==> src/core/csc_pkg.sv <==
// Constants and types shared by the clock source select controller
package csc_pkg;

    // Register byte addresses on the APB bus
    localparam logic [7:0] CSC_ADDR_CLKS   = 8'h00;
    localparam logic [7:0] CSC_ADDR_CTRL   = 8'h04;
    localparam logic [7:0] CSC_ADDR_STATUS = 8'h08;

    // Field positions of clock_source_select
    localparam int CSC_BIT_PLL_SEL    = 7;
    localparam int CSC_BIT_OSC_RUN    = 6;
    localparam int CSC_BIT_AUX_SD     = 5;
    localparam int CSC_BIT_WD_SEL_HI  = 4;
    localparam int CSC_BIT_TICK_PSE   = 3;
    localparam int CSC_BIT_WD_PSE     = 2;
    localparam int CSC_BIT_TICK_SEL   = 1;
    localparam int CSC_BIT_WD_SEL_LO  = 0;

    // Field positions of the control and status words
    localparam int CSC_BIT_WPROT      = 0;
    localparam int CSC_BIT_OSC_QUAL   = 0;
    localparam int CSC_BIT_STATE_LSB  = 1;

    // Values after reset
    localparam logic [7:0] CSC_CLKS_RST  = 8'h80;
    localparam logic       CSC_WPROT_RST = 1'b0;

    // Auxiliary clock cycles of stop entry synchronisation
    localparam logic [1:0] CSC_AUX_SYNC_CYC = 2'h2;

    typedef enum logic [1:0] {
        CSC_SRC_IRC,
        CSC_SRC_OSC,
        CSC_SRC_AUX
    } csc_wd_src_t;

    typedef enum logic [1:0] {
        CSC_ST_RUN,
        CSC_ST_SYNC,
        CSC_ST_FULL_STOP,
        CSC_ST_PSEUDO_STOP
    } csc_state_t;

endpackage

==> src/core/csc_clock_source_select_ctrl.sv <==
// Clock source select controller with its APB register slave
//
// How it works
// Bit 7 set: system clocks from PLL, bus half rate; clear: oscillator.
// Clearing the PLL select bit takes effect only while oscillator qualified.
// Losing oscillator qualification forces PLL select back to one.
// Entering full stop sets the PLL select bit.
// Bit 6 clear: oscillator off in stop; set: pseudo stop keeps it running.
// Software waits oscillator startup time before entering pseudo stop.
// Bit 5 set gates aux clock to watchdog during stop; watchdog holds.
// Stop-disable with watchdog on aux clock: stop entry waits two aux cycles.
// After stop exit software waits two aux cycles before stopping again.
// Watchdog source: 00 internal RC, 01 oscillator, 1x auxiliary RC.
// Any change of watchdog high select restarts the watchdog time-out.
// Watchdog high select writable to one regardless of oscillator status.
// With high select set, low select is ignored and restarts nothing.
// With high select clear, low select change restarts watchdog time-out.
// Watchdog low select written to one only while oscillator qualified.
// Losing oscillator qualification clears watchdog low select.
// Bit 3 keeps tick timer running in pseudo stop if on oscillator.
// Otherwise the tick timer freezes in stop, counter kept.
// Bit 2 keeps watchdog running in pseudo stop if on oscillator.
// Otherwise, except on aux clock with bit 5 clear, the watchdog freezes in stop, counter kept.
// Bit 1 picks tick clock internal RC or oscillator; change restarts tick.
// Tick oscillator select set only while qualified, cleared on loss.
// Writes to the select register ignored unless write protect is zero.
// Qualified status reads one only when qualified; cleared in full stop.
`timescale 1ns/100ps

module csc_clock_source_select_ctrl (
    input  wire logic        clk,
    input  wire logic        sys_rst,
    input  wire logic        psel,
    input  wire logic        penable,
    input  wire logic        pwrite,
    input  wire logic [7:0]  paddr,
    input  wire logic [31:0] pwdata,
    output logic      [31:0] prdata,
    output logic             pready,
    output logic             pslverr,
    input  wire logic        osc_qualified,
    input  wire logic        stop_req,
    input  wire logic        stop_wake,
    input  wire logic        aux_clk_tick,
    output logic             sys_clk_from_pll,
    output logic             bus_clk_en,
    output logic             osc_enable,
    output logic       [1:0] wdog_clk_src,
    output logic             tick_clk_from_osc,
    output logic             wdog_run,
    output logic             tick_run,
    output logic             wdog_aux_clk_gated,
    output logic             wdog_restart,
    output logic             tick_restart,
    output logic             stop_active
);

    logic [7:0]                clks_ff;
    logic [7:0]                nxt_clks;
    logic                      wprot_ff;
    logic                      osc_qual_ff;
    logic                      nxt_osc_qual;
    csc_pkg::csc_state_t       state_ff;
    csc_pkg::csc_state_t       nxt_state;
    logic [1:0]                sync_cnt_ff;
    logic [31:0]               prdata_ff;
    logic                      pready_ff;
    logic                      pslverr_ff;
    logic                      bus_div_ff;
    logic                      pll_sel_ff;
    logic                      osc_en_ff;
    csc_pkg::csc_wd_src_t      wd_src_ff;
    logic                      tick_osc_ff;
    logic                      wdog_run_ff;
    logic                      tick_run_ff;
    logic                      aux_gate_ff;
    logic                      wd_restart_ff;
    logic                      tick_restart_ff;
    logic                      stop_ff;

    logic                      setup_phase;
    logic                      wr_strobe;
    logic                      clks_wr;
    logic                      ctrl_wr;
    logic                      addr_hit;
    logic                      full_stop_entry;
    logic                      in_stop;
    logic                      in_pseudo;
    logic                      wd_on_aux;
    logic                      wd_on_osc;

    assign setup_phase = psel && !penable;
    assign wr_strobe   = psel && penable && pready_ff && pwrite;
    assign clks_wr     = wr_strobe && (paddr == csc_pkg::CSC_ADDR_CLKS) && !wprot_ff;
    assign ctrl_wr     = wr_strobe && (paddr == csc_pkg::CSC_ADDR_CTRL);
    assign addr_hit    = (paddr == csc_pkg::CSC_ADDR_CLKS)
                      || (paddr == csc_pkg::CSC_ADDR_CTRL)
                      || (paddr == csc_pkg::CSC_ADDR_STATUS);

    assign wd_on_aux   = clks_ff[csc_pkg::CSC_BIT_WD_SEL_HI];
    assign wd_on_osc   = !wd_on_aux && clks_ff[csc_pkg::CSC_BIT_WD_SEL_LO];

    // Stop sequencing
    always_comb
    begin
        nxt_state       = state_ff;
        full_stop_entry = 1'b0;
        case (state_ff)
            csc_pkg::CSC_ST_RUN:
            begin
                if (stop_req)
                begin
                    // Aux-clocked watchdog needs its gate crossed before stopping
                    if (clks_ff[csc_pkg::CSC_BIT_AUX_SD] && wd_on_aux)
                        nxt_state = csc_pkg::CSC_ST_SYNC;
                    else if (clks_ff[csc_pkg::CSC_BIT_OSC_RUN])
                        nxt_state = csc_pkg::CSC_ST_PSEUDO_STOP;
                    else
                    begin
                        nxt_state       = csc_pkg::CSC_ST_FULL_STOP;
                        full_stop_entry = 1'b1;
                    end
                end
            end
            csc_pkg::CSC_ST_SYNC:
            begin
                if (aux_clk_tick && (sync_cnt_ff == csc_pkg::CSC_AUX_SYNC_CYC - 2'h1))
                begin
                    if (clks_ff[csc_pkg::CSC_BIT_OSC_RUN])
                        nxt_state = csc_pkg::CSC_ST_PSEUDO_STOP;
                    else
                    begin
                        nxt_state       = csc_pkg::CSC_ST_FULL_STOP;
                        full_stop_entry = 1'b1;
                    end
                end
            end
            csc_pkg::CSC_ST_FULL_STOP,
            csc_pkg::CSC_ST_PSEUDO_STOP:
            begin
                if (stop_wake)
                    nxt_state = csc_pkg::CSC_ST_RUN;
            end
            default: nxt_state = csc_pkg::CSC_ST_RUN;
        endcase
    end

    always_ff @(posedge clk)
    begin
        if (sys_rst)
        begin
            state_ff <= csc_pkg::CSC_ST_RUN;
        end
        else
        begin
            state_ff <= nxt_state;
        end
    end

    // Counts aux clock ticks while stop entry is held off
    always_ff @(posedge clk)
    begin
        if (sys_rst || state_ff != csc_pkg::CSC_ST_SYNC)
        begin
            sync_cnt_ff <= 2'h0;
        end
        else if (aux_clk_tick)
        begin
            sync_cnt_ff <= sync_cnt_ff + 2'h1;
        end
    end

    assign in_stop   = (state_ff == csc_pkg::CSC_ST_FULL_STOP)
                    || (state_ff == csc_pkg::CSC_ST_PSEUDO_STOP);
    assign in_pseudo = (state_ff == csc_pkg::CSC_ST_PSEUDO_STOP);

    // Qualified status: follows the monitor but is dropped in full stop
    always_comb
    begin
        nxt_osc_qual = osc_qualified;
        if (full_stop_entry || state_ff == csc_pkg::CSC_ST_FULL_STOP)
            nxt_osc_qual = 1'b0;
    end

    always_ff @(posedge clk)
    begin
        if (sys_rst)
        begin
            osc_qual_ff <= 1'b0;
        end
        else
        begin
            osc_qual_ff <= nxt_osc_qual;
        end
    end

    // Select register: hardware overrides win over a software write
    always_comb
    begin
        nxt_clks = clks_ff;
        if (clks_wr)
        begin
            nxt_clks = pwdata[7:0];
            // PLL select may only drop while oscillator is good
            if (!osc_qual_ff)
            begin
                nxt_clks[csc_pkg::CSC_BIT_PLL_SEL] = 1'b1;
            end
            nxt_clks[csc_pkg::CSC_BIT_WD_SEL_LO] =
                pwdata[csc_pkg::CSC_BIT_WD_SEL_LO] && osc_qual_ff;
            nxt_clks[csc_pkg::CSC_BIT_TICK_SEL] =
                pwdata[csc_pkg::CSC_BIT_TICK_SEL] && osc_qual_ff;
            // High select takes its written value unconditionally
            nxt_clks[csc_pkg::CSC_BIT_WD_SEL_HI] = pwdata[csc_pkg::CSC_BIT_WD_SEL_HI];
        end
        // Held as a level so a clock left on a dead oscillator cannot persist
        if (!osc_qual_ff)
        begin
            nxt_clks[csc_pkg::CSC_BIT_PLL_SEL]   = 1'b1;
            nxt_clks[csc_pkg::CSC_BIT_WD_SEL_LO] = 1'b0;
            nxt_clks[csc_pkg::CSC_BIT_TICK_SEL]  = 1'b0;
        end
        if (full_stop_entry)
        begin
            nxt_clks[csc_pkg::CSC_BIT_PLL_SEL] = 1'b1;
        end
    end

    always_ff @(posedge clk)
    begin
        if (sys_rst)
        begin
            clks_ff <= csc_pkg::CSC_CLKS_RST;
        end
        else
        begin
            clks_ff <= nxt_clks;
        end
    end

    always_ff @(posedge clk)
    begin
        if (sys_rst)
        begin
            wprot_ff <= csc_pkg::CSC_WPROT_RST;
        end
        else if (ctrl_wr)
        begin
            wprot_ff <= pwdata[csc_pkg::CSC_BIT_WPROT];
        end
    end

    // Restart pulses, raised in the same cycle that the select bit changes
    always_ff @(posedge clk)
    begin
        if (sys_rst)
        begin
            wd_restart_ff   <= 1'b0;
            tick_restart_ff <= 1'b0;
        end
        else
        begin
            wd_restart_ff <=
                (nxt_clks[csc_pkg::CSC_BIT_WD_SEL_HI] != clks_ff[csc_pkg::CSC_BIT_WD_SEL_HI])
                || (!clks_ff[csc_pkg::CSC_BIT_WD_SEL_HI]
                    && !nxt_clks[csc_pkg::CSC_BIT_WD_SEL_HI]
                    && (nxt_clks[csc_pkg::CSC_BIT_WD_SEL_LO]
                        != clks_ff[csc_pkg::CSC_BIT_WD_SEL_LO]));
            tick_restart_ff <=
                nxt_clks[csc_pkg::CSC_BIT_TICK_SEL] != clks_ff[csc_pkg::CSC_BIT_TICK_SEL];
        end
    end

    // Clock source choices seen by the system clock and the timers
    always_ff @(posedge clk)
    begin
        if (sys_rst)
        begin
            pll_sel_ff  <= 1'b1;
            wd_src_ff   <= csc_pkg::CSC_SRC_IRC;
            tick_osc_ff <= 1'b0;
        end
        else
        begin
            pll_sel_ff <= clks_ff[csc_pkg::CSC_BIT_PLL_SEL];
            if (wd_on_aux)
            begin
                wd_src_ff <= csc_pkg::CSC_SRC_AUX;
            end
            else if (wd_on_osc)
            begin
                wd_src_ff <= csc_pkg::CSC_SRC_OSC;
            end
            else
            begin
                wd_src_ff <= csc_pkg::CSC_SRC_IRC;
            end
            tick_osc_ff <= clks_ff[csc_pkg::CSC_BIT_TICK_SEL];
        end
    end

    // Bus runs at half the selected system clock
    always_ff @(posedge clk)
    begin
        if (sys_rst)
        begin
            bus_div_ff <= 1'b0;
        end
        else
        begin
            bus_div_ff <= !bus_div_ff;
        end
    end

    always_ff @(posedge clk)
    begin
        if (sys_rst)
        begin
            osc_en_ff   <= 1'b1;
            stop_ff     <= 1'b0;
            aux_gate_ff <= 1'b0;
            wdog_run_ff <= 1'b1;
            tick_run_ff <= 1'b1;
        end
        else
        begin
            osc_en_ff   <= (state_ff != csc_pkg::CSC_ST_FULL_STOP);
            stop_ff     <= in_stop;
            aux_gate_ff <= in_stop && clks_ff[csc_pkg::CSC_BIT_AUX_SD];
            if (!in_stop)
            begin
                wdog_run_ff <= 1'b1;
                tick_run_ff <= 1'b1;
            end
            else
            begin
                // Timers freeze rather than reset, so counts resume on exit
                if (wd_on_aux)
                begin
                    wdog_run_ff <= !clks_ff[csc_pkg::CSC_BIT_AUX_SD];
                end
                else
                begin
                    wdog_run_ff <= in_pseudo && wd_on_osc
                                && clks_ff[csc_pkg::CSC_BIT_WD_PSE];
                end
                tick_run_ff <= in_pseudo && clks_ff[csc_pkg::CSC_BIT_TICK_SEL]
                            && clks_ff[csc_pkg::CSC_BIT_TICK_PSE];
            end
        end
    end

    // APB slave: data prepared in setup so access completes without wait
    always_ff @(posedge clk)
    begin
        if (sys_rst)
        begin
            prdata_ff  <= 32'h0000_0000;
            pready_ff  <= 1'b0;
            pslverr_ff <= 1'b0;
        end
        else
        begin
            pready_ff  <= setup_phase;
            pslverr_ff <= setup_phase && !addr_hit;
            prdata_ff  <= 32'h0000_0000;
            if (setup_phase && !pwrite)
            begin
                case (paddr)
                    csc_pkg::CSC_ADDR_CLKS: prdata_ff <= {24'h00_0000, clks_ff};
                    csc_pkg::CSC_ADDR_CTRL: prdata_ff <= {31'h0000_0000, wprot_ff};
                    csc_pkg::CSC_ADDR_STATUS:
                    begin
                        prdata_ff <= {29'h0000_0000, state_ff, osc_qual_ff};
                    end
                    default: prdata_ff <= 32'h0000_0000;
                endcase
            end
        end
    end

    assign prdata             = prdata_ff;
    assign pready             = pready_ff;
    assign pslverr            = pslverr_ff;
    assign sys_clk_from_pll   = pll_sel_ff;
    assign bus_clk_en         = bus_div_ff;
    assign osc_enable         = osc_en_ff;
    assign wdog_clk_src       = wd_src_ff;
    assign tick_clk_from_osc  = tick_osc_ff;
    assign wdog_run           = wdog_run_ff;
    assign tick_run           = tick_run_ff;
    assign wdog_aux_clk_gated = aux_gate_ff;
    assign wdog_restart       = wd_restart_ff;
    assign tick_restart       = tick_restart_ff;
    assign stop_active        = stop_ff;

endmodule

==> config.mk <==
export PLATFORM = sky130hd
export DESIGN_NAME = csc_clock_source_select_ctrl
export DESIGN_NICKNAME = d
export VERILOG_FILES = /design/src/core/csc_pkg.sv /design/src/core/csc_clock_source_select_ctrl.sv
export SDC_FILE = /design/constraint.sdc
export NUM_CORES = 1
export LEC_CHECK = 0
export BUFFER_PORTS_ARGS = -buffer_cell sky130_fd_sc_hd__buf_2
export CORE_AREA = 3 3 63 65
export DETAILED_ROUTE_END_ITERATION = 10
export DIE_AREA = 0 0 66 68
export HOLD_SLACK_MARGIN = 0.12
export PLACE_DENSITY_LB_ADDON = 0.1
export SYNTH_ARGS = -nofsm -noshare
export SYNTH_HDL_FRONTEND = slang
export SYNTH_SLANG_ARGS = --single-unit
==> constraint.sdc <==
create_clock -name clk -period 3 [get_ports clk]
set_input_delay 0.15 -clock clk [delete_from_list [all_inputs] [get_ports clk]]
set_output_delay 0.15 -clock clk [all_outputs]
set_load 0.01 [all_outputs]
# [After elaboration in Yosys (flattened, before gate mapping)]
# Cells that the tools add are included.
[totals] ff_bits=60 in_bits=49 output_inout_bits=46 word_cells=102
[classes] n_addsub=1 eq_ne=14 muxes=18 bitwise_logic=3 n_reduce_logical=44
[ops] operator="one-hot mux 8 bit (3 select lines)" count=1
[ops] operator="logical AND 1 bit" count=21
[ops] operator="two-way mux 2 bit" count=6
[ops] operator="OR reduction 2 bit" count=5
[ops] operator="== test 8 x 3 -> 1 bit, second input constant" count=1
[ops] operator="== test 8 x 4 -> 1 bit, second input constant" count=1
[ops] operator="zero test 1 bit" count=8
[ops] operator="zero test 8 bit" count=1
[ops] operator="two-way mux 1 bit" count=8
[ops] operator="!= test 2 bit, second input constant" count=4
[ops] operator="logical OR 1 bit" count=6
[ops] operator="one-hot mux 2 bit (3 select lines)" count=1
[ops] operator="two-way mux 5 bit" count=1
[ops] operator="== test 2 x 1 -> 1 bit, second input constant" count=2
[ops] operator="== test 2 bit, second input constant" count=2
[ops] operator="!= test 1 bit" count=3
[ops] operator="NOT 1 bit" count=3
[ops] operator="AND reduction 3 bit" count=1
[ops] operator="OR reduction 3 bit" count=1
[ops] operator="adder 2 x 1 -> 2 bit, second input constant" count=1
[ops] operator="zero test 2 bit" count=1
[ops] operator="!= test 2 x 1 -> 1 bit, second input constant" count=1
[ops] operator="one-hot mux 1 bit (2 select lines)" count=1

# [Depth between registers and ports, before layout]
# Gate-level depths: netlist (run 1).
[logic_depth] ltp_word=10 depth_mapped=7

# [Worst setup path after synthesis (run 1)]
# Ideal clock, no wire load.
[synth_path] path_kind="register to register" from="register pready_ff, in the netlist pready" to="register wd_restart_ff, in the netlist wdog_restart" setup_time_ns=0.121 arrival_time_ns=1.564 required_time_ns=2.879 slack_ns=1.315 stages_incl_launch_ff=7 path_buffers=0 cell_sequence="dfxtp_1 -> nor4bb_1 -> and4_4 -> mux2i_1 -> ha_1 -> a31oi_1 -> a21oi_1"
[synth_between] elab_chain_len=9 word_cells_on_any_way=12 classes_between="2 x eq/ne; 2 x mux; 8 x reduce/logical"
[synth_lines] item="start, declared" line_no="csc_clock_source_select_ctrl.sv:67" source="logic pready_ff;"
[synth_lines] item="start signal, assigned" line_no="csc_clock_source_select_ctrl.sv:364" source="pready_ff <= setup_phase;"
[synth_lines] item="logical AND 1 bit * (2 in series)" line_no="csc_clock_source_select_ctrl.sv:93" source="assign wr_strobe = psel && penable && pready_ff && pwrite;"
[synth_lines] item="logical AND 1 bit * (2 in series)" line_no="csc_clock_source_select_ctrl.sv:94" source="assign clks_wr = wr_strobe && (paddr == csc_pkg::CSC_ADDR_CLKS) && !wprot_ff;"
[synth_lines] item="two-way mux 5 bit *" line_no="csc_clock_source_select_ctrl.sv:201" source="if (clks_wr)"
[synth_lines] item="two-way mux 2 bit / zero test 1 bit (equally long branches)" line_no="csc_clock_source_select_ctrl.sv:217, csc_clock_source_select_ctrl.sv:266"
[synth_lines] item="!= test 1 bit / logical AND 1 bit (equally long branches)" line_no="csc_clock_source_select_ctrl.sv:268, csc_clock_source_select_ctrl.sv:266"
[synth_lines] item="logical AND 1 bit" line_no="csc_clock_source_select_ctrl.sv:267" source="&& (nxt_clks[csc_pkg::CSC_BIT_WD_SEL_LO]"
[synth_lines] item="logical OR 1 bit *" line_no="csc_clock_source_select_ctrl.sv:265" source="|| (!clks_ff[csc_pkg::CSC_BIT_WD_SEL_HI]"
[synth_lines] item="end signal, assigned" line_no="csc_clock_source_select_ctrl.sv:263" source="wd_restart_ff <="
[synth_lines] item="end, declared" line_no="csc_clock_source_select_ctrl.sv:77" source="logic wd_restart_ff;"
# Mark *: on every way between the ends. The rest lies on a longest branch, timed or not.
# A chain may end at the register's enable or synchronous reset.

# [Worst setup path in the final report (run 1)]
# Same ends and word-level chain as after synthesis.

==> run_results.csv, run 1 <==
group,metric,value,unit
logic_synthesis,synth_xor_area_share,0.5609,%
logic_synthesis,syn_area,1561,µm²
layout,stdcell_area,1889,µm²
sta,setup_viol,0,
sta,fin_setup_tns,0,ps
layout,final_cell_count_no_fill,265,
routing,firstDrtPassIters,4,
critical_path,reg2reg_slack,1050,ps
logic_synthesis,synth_ff_type,"dfxtp_1",
power_and_ir_drop,p_leak,0.0008342,µW
outcome,status,"completed",
power_and_ir_drop,power.density,421.7,nW/µm²
layout,finalNetCount,270,
placement,dp_hpwl,2296,µm
hold_path,min_path_type,"primary input to register",
critical_path,worstSetupPathDepth,6,
logic_synthesis,ys_async_sr_fraction,0,%
logic_synthesis,synth_enable_flop_cells,0,
layout,multiInputGateArea,689.4,µm²
sta,worst_clock_skew,13.03,ps
placement,gpl.final_weighted_congestion,0.7620,
logic_synthesis,synthAdderAreaFrac,1.603,%
cts,htree_levels,2,
die,fp.dieW,66,µm
layout,area_growth,20.99,%
logic_synthesis,synth_seq_area_share,46.15,%
logic_synthesis,yosys-mux-area-fraction,7.692,%
critical_path,critPathCaptureType,"register",
layout,drive_above_1_share,26.03,%
cts,cts_hold_buf,13,
routing,detail_route.wl_per_cell,11.88,µm
global_routing,grt.total_usage,14.71,%
placement,dpl-instance-area,1713,µm²
routing,num_vias,1225,
cts,numCtsBuffers,5,
logic_synthesis,avgSynthCellArea,9.821,µm²
sta,fin_crit_sh,64.97,%
logic_synthesis,yosysWarningCount,0,
critical_path,arrival,2150,ps
critical_path,ff2ff_path_depth,6,
sta,period_needed,1949,ps
critical_path,worstSetupPathType,"register to register",
critical_path,rr_endpoint,"wdog_restart",
die,io_pins,95,
cts,clock_sinks,36,
placement,place_inst,245,
critical_path,start_kind,"register",
critical_path,crit_start,"pready",
critical_path,reg2reg_from,"pready",
cts,cts_tree,"yes",
routing,drt_wl_total,3148,µm
critical_path,cp-endpoint,"wdog_restart",
sta,maxSlewViolCount,0,
sta,rsz0062_at_grt,"no",
global_routing,grt_overflow_total,0,
logic_synthesis,synth_compound_area_share,4.407,%
critical_path,crit_required,3200,ps
cts,clk_pin_slew_worst_paths,100,ps
global_routing,grt_pass1_wl,4947,µm
cts,clk_latency,330,ps
sta,timing.fmax,513.1,MHz
logic_synthesis,synth_top_family_by_area,"simple AND/OR/NAND/NOR gates",
sta,finalHoldViolCount,0,
cts,cts_resized,0,
routing,drc,0,
cts,clockRootBuffer,"clkbuf_4",
logic_synthesis,synth.ff_latch_count,36,
power_and_ir_drop,vdd_drop_max,0.0002145,V
logic_synthesis,synth_cell_type_count,36,
critical_path,cpLargestDelayFamily,"simple AND/OR/NAND/NOR gates",
cts,post_cts_buffers,0,
layout,layout.area.seq,720.7,µm²
layout,diodes,0,
critical_path,crit_path_max_fanout,11,
critical_path,path_buf_inv,0,
die,die_y,68,µm
critical_path,slowest_stage,"and4_4",
die,num_rows,21,
die,dieArea,4488,µm²
global_routing,antenna_found_initial,0,
die,initial_core_util,46.07,%
job,cap_violations,0,
cts,cts_max_path_buffers,2,
global_routing,grt_pass1_vias,1116,
global_routing,grt_start_max_net_pins,22,
routing,first_iter_violations,48,
placement,io_buffers,46,
critical_path,crit_path_max_incr_delay,400,ps
logic_synthesis,synth_simple_gate_area_share,24.12,%
logic_synthesis,synthCells,159,
layout,fillers,327,
critical_path,path_cells,"nor4bb_1 -> and4_4 -> mux2i_1 -> ha_1 -> a31oi_1 -> a21oi_1",
routing,ant_nets,0,
die,core_area,3390,µm²
routing,routed_via_density,4.623,
## flip-flops by register name, summed over array words and instances, names as in the netlist
name	cells
clks_ff	8
prdata	8
state_ff	2
sync_cnt_ff	2
wdog_clk_src	2
bus_clk_en	1
osc_enable	1
osc_qual_ff	1
pready	1
pslverr	1
stop_active	1
sys_clk_from_pll	1
tick_clk_from_osc	1
tick_restart	1
tick_run	1
wdog_aux_clk_gated	1
wdog_restart	1
wdog_run	1
wprot_ff	1
## final cells by class
class	count	share of cell area (%)
timing repair buffer	59	19.07
sequential	36	38.15
tap	46	3.046
multi-input combinational	113	36.49
inverter	4	0.7947
clock buffer	6	2.185
clock inverter	1	0.2649
## worst min-delay path by stage
| stage | start | cells past startpoint | slack [ps] | endpoint |
|---|---|---|---|---|
| after floorplan | penable | 1 | 230 | pready |
| after global placement | penable | 2 | 350 | pready |
| after detailed placement | penable | 2 | 350 | pready |
| after CTS | paddr[3] | 2 | 120 | prdata[4] |
| after global routing | paddr[3] | 2 | 130 | prdata[4] |
| final | paddr[3] | 2 | 140 | prdata[4] |
## per-layer routing
layer  share of wire [%]  vias to the layer above  track usage [%]
met5                   0                        -                0
met3                 8.7                        2            5.419
met1                  43                      554            17.12
li1                    -                      613                -
met4                0.44                        0            4.315
met2                  47                       56            25.41
## synth_stat cells, drive strengths merged, types with 3 or more instances
master | number | share of area, %
nand2 | 5 | 1.2
and2 | 6 | 2.4
nand2b | 5 | 2.0
mux2i | 12 | 7.7
nor2b | 3 | 1.2
a21oi | 5 | 1.6
nand3 | 4 | 1.3
inv | 4 | 0.96
nand3b | 5 | 2.4
dfxtp | 36 | 46
nor2 | 17 | 4.1
buf | 27 | 14
## kinds of logic (layout without fill, tap and decap cells)
logic type / count (synthesis) / in the layout
AND/OR/NAND/NOR: 62 / 62
flip-flops: 36 / 36
other: 1 / 24
adder cells (fa/ha/maj): 2 / 2
AO/OA/AOI/OAI: 12 / 12
multiplexers: 12 / 12
buffers and inverters: 33 / 70
XOR/XNOR: 1 / 1
## stage by stage
step	total power [µW]	hold WS, ps	utilization (%)	setup slack [ps]
4_1_cts	804.8	124.4	55.74	1032
2_1_floorplan	558.4	234.2	-	1315
6_report	796.7	138.6	55.74	1051
3_5_place_dp	563.3	354.1	50.54	1070
3_3_place_gp	562.0	353.9	50.54	1105
5_1_grt	835.3	127.3	55.74	907.9
## worst reg2reg max path, cell delays in order (launching register included)
cell	delay, ps
dfxtp_1	350
nor4bb_1	320
and4_4	400
mux2i_1	270
ha_1	260
a31oi_1	140
a21oi_1	90
## layout by cell type, fill, tap and decap left out, types with 3 or more instances in the layout
cell type / n
dfxtp_1: 36
buf_2: 46
a21oi_1: 5
nand3b_1: 5
clkbuf_4: 5
and2_1: 6
nand2_1: 5
nand2b_1: 5
dlygate4sd3_1: 13
nor2_1: 17
nand3_1: 4
conb_1: 24
mux2i_1: 12
inv_1: 4
nor2b_1: 3
## where the power goes
| part | leakage (µW) | internal, µW | switching (µW) |
|---|---|---|---|
| logic | 0.000514 | 34.7 | 42.8 |
| clock network | 0.0000281 | 86.3 | 145 |
| registers | 0.000292 | 484 | 4.06 |
| total | 0.000834 | 605 | 192 |
Power figures use the tool's default switching activity.
==> run 2: changes to the inputs <==
--- a/config.mk
+++ b/config.mk
@@ -6,9 +6,9 @@
 export NUM_CORES = 1
 export LEC_CHECK = 0
 export BUFFER_PORTS_ARGS = -buffer_cell sky130_fd_sc_hd__buf_2
-export CORE_AREA = 3 3 63 65
+export CORE_AREA = 3 3 69 71
 export DETAILED_ROUTE_END_ITERATION = 10
-export DIE_AREA = 0 0 66 68
+export DIE_AREA = 0 0 72 74
 export HOLD_SLACK_MARGIN = 0.12
 export PLACE_DENSITY_LB_ADDON = 0.1
 export SYNTH_ARGS = -nofsm -noshare
==> constraint.sdc (replaced) <==
create_clock -name clk -period 1.6 [get_ports clk]
set_input_delay 0.08 -clock clk [delete_from_list [all_inputs] [get_ports clk]]
set_output_delay 0.08 -clock clk [all_outputs]
set_load 0.01 [all_outputs]
==> run_results.csv, run 2 (same netlist as run 1, synthesis figures left out) <==
group,metric,value,unit
outcome,status,"finished with violations",
outcome,violations,"negative setup slack",
sta,setup_viol,1,
layout,fillers,421,
layout,post-route-util,48.08,%
job,cap_violations,0,
critical_path,crit_path_max_incr_delay,320,ps
layout,diodes,0,
cts,numCtsBuffers,5,
die,initial_core_util,36.36,%
cts,cts_max_path_buffers,2,
placement,dp_hpwl,2468,µm
routing,routed_via_density,4.436,
cts,cts_tree,"yes",
cts,clock_sinks,36,
die,core_area,4294,µm²
placement,place_inst,259,
critical_path,reg2reg_from,"wprot_ff",
cts,htree_levels,2,
critical_path,worstSetupPathType,"register to register",
sta,fin_ws,-81.45,ps
sta,fin_setup_tns,-81.45,ps
layout,mostFrequentLayoutCell,"buf_2",
placement,gpl.final_weighted_congestion,0.7964,
layout,layout.area.seq,723.2,µm²
sta,timing.fmax,594.7,MHz
placement,io_buffers,46,
cts,clockRootBuffer,"clkbuf_8",
power_and_ir_drop,power.density,897.3,nW/µm²
critical_path,path_cells,"nor4bb_2 -> and4_4 -> mux2i_4 -> ha_4 -> a31oi_1 -> a21oi_1",
die,fp.dieW,72,µm
global_routing,antenna_found_initial,0,
routing,ant_nets,0,
layout,area_growth,32.21,%
sta,period_needed,1681,ps
critical_path,rr_endpoint,"wdog_restart",
layout,layout_common_cells,"buf_2 (46), dfxtp_1 (34), conb_1 (24)",
power_and_ir_drop,p_leak,0.0009163,µW
global_routing,grt_pass1_vias,1076,
global_routing,grt_pass1_wl,5223,µm
layout,multiInputGateArea,720.7,µm²
critical_path,worstSetupPathDepth,6,
cts,clk_pin_slew_worst_paths,70,ps
sta,fin_crit_sh,105.1,%
layout,final_cell_count_no_fill,282,
sta,rsz0062_at_grt,"yes",
sta,finalHoldViolCount,0,
critical_path,path_buf_inv,0,
sta,maxSlewViolCount,0,
global_routing,grt_start_max_net_pins,21,
critical_path,arrival,1850,ps
routing,first_iter_violations,35,
layout,finalNetCount,280,
routing,firstDrtPassIters,4,
die,num_rows,24,
power_and_ir_drop,vdd_drop_max,0.0003802,V
die,io_pins,95,
hold_path,min_path_type,"primary input to register",
global_routing,grt_overflow_total,0,
critical_path,ff2ff_path_depth,6,
routing,detail_route.wl_per_cell,11.98,µm
sta,worst_clock_skew,9.607,ps
critical_path,start_kind,"register",
critical_path,crit_start,"wprot_ff",
critical_path,cpLargestDelayFamily,"simple AND/OR/NAND/NOR gates",
routing,num_vias,1251,
critical_path,crit_path_max_fanout,2,
cts,clk_latency,290,ps
die,dieArea,5328,µm²
die,die_y,74,µm
global_routing,grt.total_usage,13.07,%
critical_path,reg2reg_slack,-80,ps
routing,drc,0,
critical_path,cp-endpoint,"wdog_restart",
critical_path,critPathCaptureType,"register",
layout,drive_above_1_share,32.17,%
routing,drt_wl_total,3379,µm
critical_path,slowest_stage,"dfxtp_2",
power_and_ir_drop,report.power.total,1852,µW
critical_path,crit_required,1770,ps
==> run 2: what timing repair did <==
action | in CTS | in global routing
setup buffers | 3 | 0
gates resized for setup | 2 | 3
endpoints found under the setup margin | 1 | 4
hold buffers | 12 | 0
endpoints found under the hold margin | 15 | 0
pin swaps | 4 | 4
==> run 2: how the worst min path moves through the flow <==
stage | from | end | slack (ps) | depth (start not counted)
2_1_floorplan | penable | pready | 160 | 1
3_3_place_gp | penable | pready | 280 | 2
3_5_place_dp | penable | pready | 280 | 2
4_1_cts | paddr[3] | prdata[4] | 140 | 3
5_1_grt | paddr[3] | prdata[4] | 150 | 3
6_report | paddr[3] | prdata[4] | 140 | 3
==> run 2: worst register-to-register path, delay by kind of cell, from the launching register on <==
kind | cells | cell delay, ps
flip-flops | 1 | 320
AND/OR/NAND/NOR | 2 | 550
AO/OA/AOI/OAI | 2 | 210
multiplexers | 1 | 260
adder cells (fa/ha/maj) | 1 | 220
==> run 2: layout make-up <==
type,instances,share of cell area (%)
flip-flops and latches,36,35.03
multi-input cells,113,34.91
repair buffers,69,20.97
clock buffers,6,3.515
well taps,52,3.152
clock inverters,2,1.697
inverters,4,0.7273
==> run 2: through the flow <==
step | area [µm²] | hold WS [ps] | setup WS, ps
2_1_floorplan | 1649 | 156.7 | -4.177
3_3_place_gp | 1782 | 279.0 | -47.47
3_5_place_dp | 1782 | 281.5 | -95.76
4_1_cts | 2037 | 140.0 | -74.39
5_1_grt | 2064 | 146.5 | -205.4
6_report | 2064 | 144.0 | -81.45
==> run 2: per-layer routing <==
layer	global-route usage, %	routed length [µm]
met1	16.79	1489
met2	19.39	1568
met3	4.189	240
met4	7.516	82
met5	0	0
==> run 2: power by group <==
| part | total [µW] | switching [µW] | internal, µW | leakage (µW) |
|---|---|---|---|---|
| Combinational | 156 | 84.0 | 72.3 | 0.000569 |
| Clock | 781 | 319 | 462 | 0.0000552 |
| Sequential | 915 | 7.01 | 908 | 0.000293 |
| Total | 1850 | 410 | 1440 | 0.000916 |
